[config.mk]
export PLATFORM = sky130hd
export DESIGN_NAME = tdb_unit
export DESIGN_NICKNAME = d
export VERILOG_FILES = /design/src/rtl/tdb_pkg.sv /design/src/rtl/tdb_ibreak.sv /design/src/rtl/tdb_scratch_mem.sv /design/src/rtl/tdb_unit.sv
export VERILOG_INCLUDE_DIRS = /design/src /design/src/rtl
export SDC_FILE = /design/constraint.sdc
export NUM_CORES = 2
export LEC_CHECK = 0
export BUFFER_PORTS_ARGS = -buffer_cell sky130_fd_sc_hd__buf_2
export CAP_MARGIN = 20
export CORE_ASPECT_RATIO = 1.75
export CORE_MARGIN = 5
export CORE_UTILIZATION = 50
export DETAILED_ROUTE_END_ITERATION = 10
export HOLD_SLACK_MARGIN = 0.15
export PLACE_DENSITY_LB_ADDON = 0.2
export SLEW_MARGIN = 10
export SYNTH_ARGS = -nofsm -noshare
export SYNTH_HDL_FRONTEND = slang
export SYNTH_HIERARCHICAL = 1
export SYNTH_SLANG_ARGS = --single-unit
[constraint.sdc]
create_clock -name clk -period 3.1 [get_ports clk]
set_input_delay 0 -clock clk [delete_from_list [all_inputs] [get_ports clk]]
set_output_delay 0 -clock clk [all_outputs]
set_load 0.005 [all_outputs]
[src/rtl/tdb_cfg.svh]
// register offsets, field positions, reset values and cause codes
// for the tile debug breakpoint unit; definitions only
`ifndef TDB_CFG_SVH
`define TDB_CFG_SVH

// processor-status offsets (word indices on the status port)
`define TDB_OFS_SSR 8'h10
`define TDB_OFS_SPC 8'h11
`define TDB_OFS_SSP 8'h12
`define TDB_OFS_OP1 8'h13
`define TDB_OFS_OP2 8'h14
`define TDB_OFS_TYPE 8'h15
`define TDB_OFS_DATA 8'h16
`define TDB_OFS_STOP 8'h18
`define TDB_OFS_SCR 8'h20
`define TDB_OFS_IBA 8'h30
`define TDB_OFS_IBC 8'h40

// saved status word: writable bits and the read-only issue mode bit
`define TDB_SSR_WMASK 11'h6df
`define TDB_SSR_DI_NOW 8
`define TDB_SSR_RSVD 11'h020 // reserved bit, never captured

// cause register fields
`define TDB_TYP_CAUSE_LSB 0
`define TDB_TYP_THR_LSB 8
`define TDB_TYP_IDX_LSB 16

// breakpoint control fields
`define TDB_IBC_EN_BIT 0
`define TDB_IBC_NE_BIT 1
`define TDB_IBC_THR_LSB 16

// cause encodings
`define TDB_CAUSE_NONE 3'h0
`define TDB_CAUSE_HOST 3'h1
`define TDB_CAUSE_DEBUG_CALL_INSTRUCTION 3'h2
`define TDB_CAUSE_IBRK 3'h3
`define TDB_CAUSE_DWATCH 3'h4
`define TDB_CAUSE_RWATCH 3'h5

// reset values
`define TDB_RST_CAUSE 3'h0
`define TDB_RST_IBC_THR 8'h00
`define TDB_RST_WORD 32'h0000_0000

`endif

[src/rtl/tdb_pkg.sv]
// types shared by the tile debug breakpoint unit
// assumes tdb_cfg.svh holds the numeric constants
`default_nettype none
package tdb_pkg;
	typedef enum logic {TDB_RUN, TDB_HALT} tdb_mode_t;

	typedef struct packed {
		tdb_mode_t mode;
		logic [10:0] thread_status_word;
		logic [31:0] saved_program_counter;
		logic [31:0] saved_stack_pointer;
		logic [7:0] op1;
		logic [4:0] op2;
		logic [2:0] cause;
		logic [7:0] cthr;
		logic [1:0] cidx;
		logic [31:0] cdata;
		logic [7:0] stop;
		logic [3:0][31:0] ibAddr;
		logic [3:0] ibEn;
		logic [3:0] ibNe;
		logic [3:0][7:0] ibThr;
		logic [31:0] rdData;
		logic rdScr;
		logic rdValid;
		logic cfgRdV;
		logic hostS1;
		logic hostS2;
		logic hostS3;
		logic enter;
	} tdb_state_t;

	typedef struct packed {
		logic [7:0][31:0] word;
		logic [31:0] rdData;
	} tdb_mem_t;
endpackage
`default_nettype wire

[src/rtl/tdb_ibreak.sv]
// four instruction address comparators with thread masks
// assumes pc and thread come from the issuing pipeline on the same clock
`default_nettype none
module tdb_ibreak import tdb_pkg::*; (
	input wire logic [3:0][31:0] ibAddr,
	input wire logic [3:0] ibEn,
	input wire logic [3:0] ibNe,
	input wire logic [3:0][7:0] ibThr,
	input wire logic exValid,
	input wire logic [7:0] exThread,
	input wire logic [31:0] exPc,
	output logic hit,
	output logic [1:0] hitIdx
);
	logic [3:0] match;

	// threads numbered above seven never match any mask bit
	function automatic logic thrOk(input logic [7:0] mask,
		input logic [7:0] thr);
		thrOk = (thr[7:3] == 5'h00) && mask[thr[2:0]];
	endfunction

	genvar g;
	generate
		for (g = 0; g < 4; g++) begin : gCmp
			assign match[g] = exValid && ibEn[g]
				&& thrOk(ibThr[g], exThread)
				&& ((exPc == ibAddr[g]) ^ ibNe[g]);
		end
	endgenerate

	// lowest numbered comparator wins
	always_comb begin
		hit = |match;
		hitIdx = 2'h0;
		for (int i = 3; i >= 0; i--) begin
			if (match[i]) begin
				hitIdx = 2'(i);
			end
		end
	end
endmodule // tdb_ibreak
`default_nettype wire

[src/rtl/tdb_scratch_mem.sv]
// eight-word scratch store shared by both register spaces
// assumes one write port and one read port, arbitrated by the caller
`default_nettype none
module tdb_scratch_mem import tdb_pkg::*; (
	input wire logic clk,
	input wire logic rst_b,
	input wire logic wrEn,
	input wire logic [2:0] wrAddr,
	input wire logic [31:0] wrData,
	input wire logic [2:0] rdAddr,
	output logic [31:0] rdData
);
	tdb_mem_t s_r;
	tdb_mem_t s_nxt;

	// write one word; read data always registered
	always_comb begin
		s_nxt = s_r;
		s_nxt.rdData = s_r.word[rdAddr];
		if (wrEn) begin
			s_nxt.word[wrAddr] = wrData;
		end
	end

	always_ff @(posedge clk) begin
		if (!rst_b) begin
			s_r <= '0;
		end else begin
			s_r <= s_nxt;
		end
	end

	assign rdData = s_r.rdData;
endmodule // tdb_scratch_mem
`default_nettype wire

[src/rtl/tdb_unit.sv]
// tile debug breakpoint unit: debug entry capture, cause recording,
// stop mask, shared scratch words and four instruction breakpoints.
// assumes a single-cycle status port and a config port on clk; the
// host request arrives from the test access logic asynchronously.
`include "tdb_cfg.svh"
`default_nettype none

module tdb_unit import tdb_pkg::*; (
	input wire logic clk,
	input wire logic rst_b,
	input wire logic [7:0] psAddr,
	input wire logic psWrEn,
	input wire logic psRdEn,
	input wire logic [31:0] psWrData,
	output logic [31:0] psRdData,
	output logic psRdValid,
	input wire logic [2:0] cfgAddr,
	input wire logic cfgWrEn,
	input wire logic cfgRdEn,
	input wire logic [31:0] cfgWrData,
	output logic [31:0] cfgRdData,
	output logic cfgRdValid,
	output logic cfgReady,
	input wire logic exValid,
	input wire logic [7:0] exThread,
	input wire logic [31:0] exPc,
	input wire logic [10:0] exSsr,
	input wire logic [31:0] exSp,
	input wire logic hostReq,
	input wire logic dcallReq,
	input wire logic dwatchHit,
	input wire logic [1:0] dwatchIdx,
	input wire logic [31:0] dwatchAddr,
	input wire logic rwatchHit,
	input wire logic [1:0] rwatchIdx,
	input wire logic [31:0] rwatchRes,
	input wire logic dretReq,
	output logic debugEnter,
	output logic debugMode,
	output logic [7:0] threadStop,
	output logic [7:0] getRegThread,
	output logic [4:0] getRegIndex
);
	tdb_state_t s_r;
	tdb_state_t s_nxt;
	logic bpHit;
	logic [1:0] bpIdx;
	logic hostEdge;
	logic trig;
	logic psScr;
	logic memWr;
	logic [2:0] memWrAddr;
	logic [31:0] memWrData;
	logic [2:0] memRdAddr;
	logic [31:0] memRdData;

	// decode of a status-port address into a register group
	function automatic logic inGroup(input logic [7:0] a,
		input logic [7:0] base, input logic [7:0] span);
		inGroup = (a >= base) && (a < 8'(base + span));
	endfunction

	tdb_ibreak uIbreak (
		.ibAddr(s_r.ibAddr),
		.ibEn(s_r.ibEn),
		.ibNe(s_r.ibNe),
		.ibThr(s_r.ibThr),
		.exValid(exValid),
		.exThread(exThread),
		.exPc(exPc),
		.hit(bpHit),
		.hitIdx(bpIdx)
	);

	// scratch words: status port first, config port refused in that cycle via cfgReady
	assign psScr = inGroup(psAddr, `TDB_OFS_SCR, 8'h08);
	assign cfgReady = !((psWrEn || psRdEn) && psScr);
	assign memWr = (psWrEn && psScr) || (cfgWrEn && cfgReady);
	assign memWrAddr = (psWrEn && psScr) ? psAddr[2:0] : cfgAddr;
	assign memWrData = (psWrEn && psScr) ? psWrData : cfgWrData;
	assign memRdAddr = (psRdEn && psScr) ? psAddr[2:0] : cfgAddr;

	tdb_scratch_mem uScratch (
		.clk(clk),
		.rst_b(rst_b),
		.wrEn(memWr),
		.wrAddr(memWrAddr),
		.wrData(memWrData),
		.rdAddr(memRdAddr),
		.rdData(memRdData)
	);

	// host request edge is taken from the synchronised stages only
	assign hostEdge = s_r.hostS2 && !s_r.hostS3;
	// any debug event while threads run enters debug mode
	assign trig = (s_r.mode == TDB_RUN) && (hostEdge
		|| (exValid && (dcallReq || dwatchHit || rwatchHit)) || bpHit);

	// next state: sync stages, entry capture, return, register writes
	always_comb begin
		s_nxt = s_r;
		s_nxt.hostS1 = hostReq;
		s_nxt.hostS2 = s_r.hostS1;
		s_nxt.hostS3 = s_r.hostS2;
		s_nxt.enter = 1'b0;
		s_nxt.rdValid = psRdEn;
		s_nxt.rdScr = psRdEn && psScr;
		s_nxt.cfgRdV = cfgRdEn && cfgReady;
		s_nxt.rdData = '0;

		// software writes; entry capture below overrides them
		if (psWrEn) begin
			unique case (psAddr)
				`TDB_OFS_SSR: s_nxt.thread_status_word = (psWrData[10:0]
					& `TDB_SSR_WMASK)
					| (s_r.thread_status_word & ~`TDB_SSR_WMASK);
				`TDB_OFS_SPC: s_nxt.saved_program_counter = psWrData;
				`TDB_OFS_SSP: s_nxt.saved_stack_pointer = psWrData;
				`TDB_OFS_OP1: s_nxt.op1 = psWrData[7:0];
				`TDB_OFS_OP2: s_nxt.op2 = psWrData[4:0];
				`TDB_OFS_TYPE: begin
					s_nxt.cause = psWrData[`TDB_TYP_CAUSE_LSB +: 3];
					s_nxt.cthr = psWrData[`TDB_TYP_THR_LSB +: 8];
					s_nxt.cidx = psWrData[`TDB_TYP_IDX_LSB +: 2];
				end
				`TDB_OFS_DATA: s_nxt.cdata = psWrData;
				`TDB_OFS_STOP: s_nxt.stop = psWrData[7:0];
				default: begin
				end
			endcase
			for (int i = 0; i < 4; i++) begin
				if (psAddr == 8'(`TDB_OFS_IBA + i)) begin
					s_nxt.ibAddr[i] = psWrData;
				end
				if (psAddr == 8'(`TDB_OFS_IBC + i)) begin
					s_nxt.ibEn[i] = psWrData[`TDB_IBC_EN_BIT];
					s_nxt.ibNe[i] = psWrData[`TDB_IBC_NE_BIT];
					s_nxt.ibThr[i] =
						psWrData[`TDB_IBC_THR_LSB +: 8];
				end
			end
		end

		// register reads, answered one cycle later
		if (psRdEn) begin
			unique case (psAddr)
				`TDB_OFS_SSR: s_nxt.rdData = {21'h0, s_r.thread_status_word};
				`TDB_OFS_SPC: s_nxt.rdData = s_r.saved_program_counter;
				`TDB_OFS_SSP: s_nxt.rdData = s_r.saved_stack_pointer;
				`TDB_OFS_OP1: s_nxt.rdData = {24'h0, s_r.op1};
				`TDB_OFS_OP2: s_nxt.rdData = {27'h0, s_r.op2};
				`TDB_OFS_TYPE: s_nxt.rdData = {14'h0, s_r.cidx,
					s_r.cthr, 5'h0, s_r.cause};
				`TDB_OFS_DATA: s_nxt.rdData = s_r.cdata;
				`TDB_OFS_STOP: s_nxt.rdData = {24'h0, s_r.stop};
				default: s_nxt.rdData = '0;
			endcase
			for (int i = 0; i < 4; i++) begin
				if (psAddr == 8'(`TDB_OFS_IBA + i)) begin
					s_nxt.rdData = s_r.ibAddr[i];
				end
				if (psAddr == 8'(`TDB_OFS_IBC + i)) begin
					s_nxt.rdData = {8'h0, s_r.ibThr[i], 14'h0,
						s_r.ibNe[i], s_r.ibEn[i]};
				end
			end
		end

		// debug entry: snapshot the interrupted thread
		if (trig) begin
			s_nxt.mode = TDB_HALT;
			s_nxt.enter = 1'b1;
			s_nxt.thread_status_word = exSsr & ~`TDB_SSR_RSVD;
			s_nxt.saved_program_counter = exPc;
			s_nxt.saved_stack_pointer = exSp;
			s_nxt.cdata = `TDB_RST_WORD;
			// host wins, then call, breakpoint, data, resource
			if (hostEdge) begin
				s_nxt.cause = `TDB_CAUSE_HOST;
				s_nxt.cthr = 8'h00;
				s_nxt.cidx = 2'h0;
			end else if (exValid && dcallReq) begin
				s_nxt.cause = `TDB_CAUSE_DEBUG_CALL_INSTRUCTION;
				s_nxt.cthr = exThread;
				s_nxt.cidx = 2'h0;
			end else if (bpHit) begin
				s_nxt.cause = `TDB_CAUSE_IBRK;
				s_nxt.cthr = exThread;
				s_nxt.cidx = bpIdx;
			end else if (dwatchHit) begin
				s_nxt.cause = `TDB_CAUSE_DWATCH;
				s_nxt.cthr = exThread;
				s_nxt.cidx = dwatchIdx;
				s_nxt.cdata = dwatchAddr;
			end else begin
				s_nxt.cause = `TDB_CAUSE_RWATCH;
				s_nxt.cthr = exThread;
				s_nxt.cidx = rwatchIdx;
				s_nxt.cdata = rwatchRes;
			end
		end else if (s_r.mode == TDB_HALT && dretReq) begin
			s_nxt.mode = TDB_RUN;
		end
	end

	// single state register; cause and breakpoint controls reset clear
	always_ff @(posedge clk) begin
		if (!rst_b) begin
			s_r <= '0;
		end else begin
			s_r <= s_nxt;
		end
	end

	// outputs
	assign psRdData = s_r.rdScr ? memRdData : s_r.rdData;
	assign psRdValid = s_r.rdValid;
	assign cfgRdData = memRdData;
	assign cfgRdValid = s_r.cfgRdV;
	assign debugEnter = s_r.enter;
	assign debugMode = (s_r.mode == TDB_HALT);
	// stopped threads are released while the debugger runs
	assign threadStop = debugMode ? 8'h00 : s_r.stop;
	assign getRegThread = s_r.op1;
	assign getRegIndex = s_r.op2;

	// checks
	ssr_capture_a: assert property (@(posedge clk) disable iff (!rst_b)
		trig |=> debugMode && s_r.thread_status_word == ($past(exSsr) & ~`TDB_SSR_RSVD))
		else $error("status word not captured on entry");
	pc_capture_a: assert property (@(posedge clk) disable iff (!rst_b)
		trig |=> s_r.saved_program_counter == $past(exPc) && debugEnter)
		else $error("program counter not captured on entry");
	sp_capture_a: assert property (@(posedge clk) disable iff (!rst_b)
		trig |=> s_r.saved_stack_pointer == $past(exSp))
		else $error("stack pointer not captured on entry");
	ssr_ro_bit_a: assert property (@(posedge clk) disable iff (!rst_b)
		psWrEn && psAddr == `TDB_OFS_SSR && !trig
		|=> s_r.thread_status_word[`TDB_SSR_DI_NOW] == $past(s_r.thread_status_word[`TDB_SSR_DI_NOW]))
		else $error("read-only issue mode bit changed by write");
	host_zero_a: assert property (@(posedge clk) disable iff (!rst_b)
		trig && hostEdge |=> s_r.cause == `TDB_CAUSE_HOST
		&& s_r.cthr == 8'h00 && s_r.cidx == 2'h0)
		else $error("host entry must record thread and index zero");
	ibrk_cause_a: assert property (@(posedge clk) disable iff (!rst_b)
		trig && !hostEdge && !(exValid && dcallReq) && bpHit
		|=> s_r.cause == `TDB_CAUSE_IBRK && s_r.cidx == $past(bpIdx))
		else $error("breakpoint entry recorded wrongly");
	watch_data_a: assert property (@(posedge clk) disable iff (!rst_b)
		trig && !hostEdge && !dcallReq && !bpHit && dwatchHit
		|=> s_r.cdata == $past(dwatchAddr))
		else $error("watch address not recorded");
	stop_mask_a: assert property (@(posedge clk) disable iff (!rst_b)
		debugMode && dretReq |=> !debugMode && threadStop == s_r.stop)
		else $error("stop mask not applied after return");
	cause_legal_a: assert property (@(posedge clk) disable iff (!rst_b)
		!psWrEn ##1 debugEnter |-> s_r.cause inside {[3'h1:3'h5]})
		else $error("illegal cause code on entry");
	rd_zero_a: assert property (@(posedge clk) disable iff (!rst_b)
		psRdEn && psAddr == `TDB_OFS_OP2 |=> psRdValid
		&& psRdData[31:5] == 27'h0)
		else $error("reserved operand bits read nonzero");
	// operand, stop mask, breakpoint, entry cause, scratch read and reserved field checks
	op_thread_a: assert property (@(posedge clk) disable iff (!rst_b)
		psWrEn && psAddr == `TDB_OFS_OP1
		|=> getRegThread == $past(psWrData[7:0]))
		else $error("thread operand not taken from write");
	op_index_a: assert property (@(posedge clk) disable iff (!rst_b)
		psWrEn && psAddr == `TDB_OFS_OP2
		|=> getRegIndex == $past(psWrData[4:0]))
		else $error("index operand not taken from write");
	stop_write_a: assert property (@(posedge clk) disable iff (!rst_b)
		psWrEn && psAddr == `TDB_OFS_STOP && !debugMode
		|=> debugMode || threadStop == $past(psWrData[7:0]))
		else $error("stop mask write not applied while running");
	entry_release_a: assert property (@(posedge clk) disable iff (!rst_b)
		debugEnter |-> debugMode && threadStop == 8'h00)
		else $error("threads still stopped after debug entry");
	halt_refuse_a: assert property (@(posedge clk) disable iff (!rst_b)
		debugMode |=> !debugEnter)
		else $error("debug event taken while in debug mode");
	ibrk_off_a: assert property (@(posedge clk) disable iff (!rst_b)
		s_r.ibEn == 4'h0 |-> !bpHit)
		else $error("breakpoint fired while none armed");
	ibrk_thread_a: assert property (@(posedge clk) disable iff (!rst_b)
		bpHit |-> exThread[7:3] == 5'h00
		&& s_r.ibThr[bpIdx][exThread[2:0]])
		else $error("breakpoint fired for a masked thread");
	ibrk_cond_a: assert property (@(posedge clk) disable iff (!rst_b)
		bpHit |-> s_r.ibEn[bpIdx]
		&& ((exPc == s_r.ibAddr[bpIdx]) != s_r.ibNe[bpIdx]))
		else $error("breakpoint condition not met");
	debug_call_instruction_entry_a: assert property (@(posedge clk) disable iff (!rst_b)
		trig && !hostEdge && exValid && dcallReq
		|=> s_r.cause == `TDB_CAUSE_DEBUG_CALL_INSTRUCTION && s_r.cidx == 2'h0
		&& s_r.cthr == $past(exThread))
		else $error("debug call entry recorded wrongly");
	rwatch_data_a: assert property (@(posedge clk) disable iff (!rst_b)
		trig && !hostEdge && !dcallReq && !bpHit && !dwatchHit
		|=> s_r.cause == `TDB_CAUSE_RWATCH
		&& s_r.cdata == $past(rwatchRes))
		else $error("resource id not recorded");
	cfg_read_a: assert property (@(posedge clk) disable iff (!rst_b)
		cfgRdEn && cfgReady |=> cfgRdValid)
		else $error("accepted scratch read not answered");
	ssr_rsvd_a: assert property (@(posedge clk) disable iff (!rst_b)
		psRdEn && psAddr == `TDB_OFS_SSR
		|=> psRdData[31:11] == 21'h0 && !psRdData[5])
		else $error("reserved status bits read nonzero");
	type_rsvd_a: assert property (@(posedge clk) disable iff (!rst_b)
		psRdEn && psAddr == `TDB_OFS_TYPE
		|=> psRdData[31:18] == 14'h0 && psRdData[7:3] == 5'h00)
		else $error("reserved cause bits read nonzero");
	ibc_rsvd_a: assert property (@(posedge clk) disable iff (!rst_b)
		psRdEn && inGroup(psAddr, `TDB_OFS_IBC, 8'h04)
		|=> psRdData[31:24] == 8'h00 && psRdData[15:2] == 14'h0)
		else $error("reserved control bits read nonzero");

	host_entry_c: cover property (@(posedge clk) disable iff (!rst_b)
		trig && hostEdge);
	ibrk_entry_c: cover property (@(posedge clk) disable iff (!rst_b)
		trig && bpHit ##[1:50] dretReq);
	scr_share_c: cover property (@(posedge clk) disable iff (!rst_b)
		cfgWrEn && !cfgReady);
	dwatch_entry_c: cover property (@(posedge clk) disable iff (!rst_b)
		trig && !bpHit && dwatchHit);
	ret_stop_c: cover property (@(posedge clk) disable iff (!rst_b)
		debugMode && dretReq && s_r.stop != 8'h00);
endmodule // tdb_unit
`default_nettype wire

### Word level (Yosys, flattened, before mapping)

Cells that the tools add are included.

| cells by class | value |
|---|---|
| reductions and logical operators | 65 |
| $lt $le $gt $ge | 6 |
| eq/ne operators | 20 |
| bitwise logic cells | 8 |
| multiplexer cells | 68 |

Operators by type and width:

| operator | number |
|---|---|
| $mux W32 | 21 |
| $mux W309 | 1 |
| $bwmux W256 | 1 |
| $pmux W32 S8 | 1 |
| $eq A32 B32 Y1 | 4 |
| $bmux W32 S3 | 1 |
| $demux W32 S3 | 1 |
| $mux W75 | 1 |
| $eq A8 B5 Y1 const B | 8 |
| $mux W8 | 7 |
| $mux W13 | 4 |
| $mux W45 | 1 |
| $mux W43 | 1 |
| $reduce_and A2 Y1 | 18 |
| $eq A8 B6 Y1 const B | 4 |
| $eq A8 B7 Y1 const B | 4 |
| $logic_and A1 B1 Y1 | 28 |
| $mux W24 | 1 |
| $mux W1 | 15 |
| $reduce_bool A2 Y1 | 7 |
| $bmux W1 S3 | 4 |
| $lt A3 B4 Y1 const B | 3 |
| $mux W11 | 1 |
| $or A11 B9 Y11 | 1 |
| 14 further kinds | 29 |

| word-level totals | value |
|---|---|
| bits of input ports | 238 |
| logic and storage cells | 213 |
| output and inout port bits | 90 |
| flip-flop bits (word level) | 637 |

### Depth between registers and ports, before layout

| depth | value |
|---|---|
| depth after elaboration | 13 |
| gate-level depth with buffers | 15 |

### Hierarchy

Netlist, hierarchy kept.

By module, submodules not included:

| module | cells each | sequential area each (µm²) | area an instance (µm²) | times used |
|---|---|---|---|---|
| tdb_unit | 2110 | 6966.7 | 17459.2 | 1 |
| tdb_scratch_mem | 1450 | 5765.5 | 13366.6 | 1 |
| tdb_ibreak | 221 | 0.0 | 1796.7 | 1 |

### Worst setup path after synthesis

Ideal clock, no wire load.

| timing | value |
|---|---|
| kind | reg2reg |
| start point | register, netlist name s_r[129] |
| end point | register, netlist name s_r[289] |
| cell stages (with the launch flop) | 14 |
| path buffers | 3 |
| required time | 2.984 ns |
| slack | 0.011 ns |
| data arrival time | 2.972 ns |
| cells stage by stage | dfxtp_1 xor2_1 nor4_1 nand2_1 o31a_1 o21ai_2 o41ai_2 or3_1 clkbuf_1 o31ai_2 clkbuf_1 buf_2 nand3_1 o211a_1 |

==> qor.txt <==
status - finished with violations
failing checks - setup timing
Commonest cells post-synth - 885 x nand2_1, 636 x dfxtp_1, 234 x a21boi_1
post-synthesis compound-gate area fraction - 0.219
fin cells - 5293
initial core utilization - 0.502
Slew Viols, Final - 0
WP data arrival - 3.88 ns
Post-synth EDFFs - 0
Cell Area, Synth - 32600 µm²
worst reg-to-reg setup slack - -0.22 ns
largest family of logic cells by synthesized area - compound AO/OA/AOI/OAI gates
area added between synthesis and finish - 30.8%
Post-Syn Instances - 3781
Final period util - 1.07
crit path max-delay cell type - or3_4
multiplexer area fraction after synthesis - 0.0974
crit path time final - 3.32 ns
met2 GRT Util - 0.616
IO Pins - 328
drt first pass iters - 10
top_reg_cell synth - dfxtp_1
H-tree Lvls - 2
WL/cell - 26.6 µm
Initial DRC Count - 3693
xor/xnor cell area share of the yosys netlist - 0.0352
Clock transition at path regs - 0.07 ns
Die Y - 348 µm
Worst Hold Launch - exSp[29]
Inserted Clock Buffers - 59
clock sink total - 636
first-pass GRT wire length - 198000 µm
Yosys Warn Count - 6
peak supply drop - 0.000466 V
vias in the first global route - 31400
die area - 70700 µm²
All-Layer GR Usage - 0.366
FP Rows - 124
Placer Congestion - 1.04
Post-Place Cells - 4867
Adder-Cell Fraction of Synth Area - 0
area leader, netlist - dfxtp_1
required time of the critical path - 3.66 ns
initial antenna violation count - 4
Total Power - 19.9 mW
Hold WS - 0.163 ns
WHS Path Cells - 3
DP Area - 36300 µm²
WS Path Type - reg -> reg
TritonCTS clock tree - done
Die Wd - 203 µm
worst slack, placed - -0.491 ns
Final Hold Viols - 0
Setup crit start kind - register
DRC - 0
clock skew - 0.0286 ns
setup ws final - -0.219 ns
Fin Setup TNS - -10.38 ns
Synth Register Bits - 636
worst-margin pin slew - 1.08 ns
synth unique cells - 84
Antenna Violating Nets Remaining - 0
drt total wl - 141000 µm
dpl hpwl - 92500 µm
Worst setup EP type - register
Lkg Pwr - 17.1 nW
Hold WC Path Type - in -> reg
fill count - 5217
Root Buffer - clkbuf_16
CORE AREA - 65000 µm²
reg2reg start - s_r[200]
simple-gate share of the synthesized area - 0.185
f_max - 301 MHz
setup violators final - 116
post-layout net count - 4663
Finished Cell Area - 42700 µm²
via count - 32800
Largest stage delay, worst path - 0.46 ns
post-layout util - 0.656
Async S/R FF share, synth - 0
ranking of synthesized cells by area - dfxtp_1 39%, nand2_1 10%, a21boi_1 5.4%
vias per cell - 6.19
post-synth top area share - 0.390
Avg Cell Area, Syn - 8.63 µm²
fraction of layout cells with a size suffix above 1 - 0.281
Worst R2R End - s_r[287]
gr busiest metal - met2
port bufs - 326
syn_nets - 4019
CTS Buffer Depth - 3
Slew headroom - 0.276
GR Layer Usage met1 - 0.408
CP Max Fanout - 12
worst-skew pair later-pin latency - 0.67 ns
pin count of the biggest net entering global routing - 220
PD cells - 467 nW/µm²
most frequent cell after synthesis - nand2_1
unrepaired setup endpoints after global routing - true
Worst R2R Path Depth - 13
max_cap viols - 0
met3 Use GR - 0.0608
gr ovfl total - 0
Critical Path, Cell by Cell - xnor2_4, nand4_1, nor4_2, nand2_1, xnor2_2, and2_1, or3_4, o31ai_4, buf_6, buf_4, buf_12, nand3_2, o211a_1
WHS Endpoint - s_r[302]
sequential area share after synthesis - 0.390
[critical path: cells and delay by family, from the launching register on]
family	cells	cell delay [ns]
buffers and inverters	3	0.54
AOI/OAI and AO/OA	2	0.49
DFF	1	0.36
and+or+nand+nor	6	1.42
xor gates and xnor gates	2	0.40
[cell type report]
cell class / instances / area, µm² / share of cell area
sequential: 636 / 12700 / 0.299
timing repair buffer: 1002 / 8200 / 0.192
clock buffer: 84 / 1750 / 0.0411
antenna: 2 / 5.00 / 0.000117
tap: 819 / 1020 / 0.0240
clock inverter: 24 / 418 / 0.00979
multi-input combinational: 2689 / 18400 / 0.431
inverter: 37 / 139 / 0.00326
[cells in the final DEF, fill, tap and decap left out, types with 107 or more instances in the layout]
| cell type | Yosys | routed |
|---|---|---|
| nand2_1 | 885 | 876 |
| dfxtp_1 | 636 | 628 |
| buf_4 | 103 | 326 |
| buf_2 | 75 | 324 |
| dlygate4sd3_1 | 0 | 279 |
| a21boi_1 | 234 | 234 |
| a21boi_0 | 160 | 159 |
| nand3_1 | 167 | 144 |
| mux2_2 | 111 | 110 |
| mux2i_1 | 107 | 107 |
[layer usage]
layer	up-vias	routed length, µm
met5	-	13
met4	2	14400
met3	694	12100
met2	2019	65900
met1	15700	48400
li1	14400	-
[worst max-delay path by stage]
stage | cells past startpoint | endpoint | slack (ns) | from
global route | 13 | s_r[287] | -0.25 | s_r[141]
global placement | 16 | s_r[243] | -0.46 | exPc[22]
detailed placement | 14 | s_r[318] | -0.49 | exPc[22]
floorplan | 13 | s_r[289] | 0.01 | s_r[129]
finish | 13 | s_r[287] | -0.22 | s_r[200]
CTS | 15 | s_r[240] | -0.06 | s_r[136]
[registers in the layout, indices dropped and copies added, names as in the netlist]
signal	cells
cfgRdValid	1
debugEnter	1
debugMode	1
getRegIndex	5
getRegThread	8
psRdValid	1
s_nxt	2
s_r	329
uScratch/rdData	32
uScratch/s_r	256
[repair_timing]
action / in CTS / in global routing
resized for setup: 43 / 173
hold buffers: 280 / 0
setup endpoints to repair: 121 / 118
hold endpoints to repair: 593 / 0
setup buffers: 5 / 16
cloned: 3 / 16
pin swaps: 23 / 67
[power by group]
group	total, mW	switching, mW	internal, mW	leakage, nW
Combinational	3.02	1.67	1.34	10.9
Clock	8.28	3.44	4.84	1.06
Sequential	8.64	0.203	8.44	5.17
Total	19.9	5.32	14.6	17.1
[cells by family after synthesis]
family                 Yosys count
multiplexers                   256
flip-flops                     636
buffers and inverters          457
AO/OA/AOI/OAI                  958
XOR/XNOR                       131
AND/OR/NAND/NOR               1343
No activity file was read; power rests on OpenSTA's default activity.
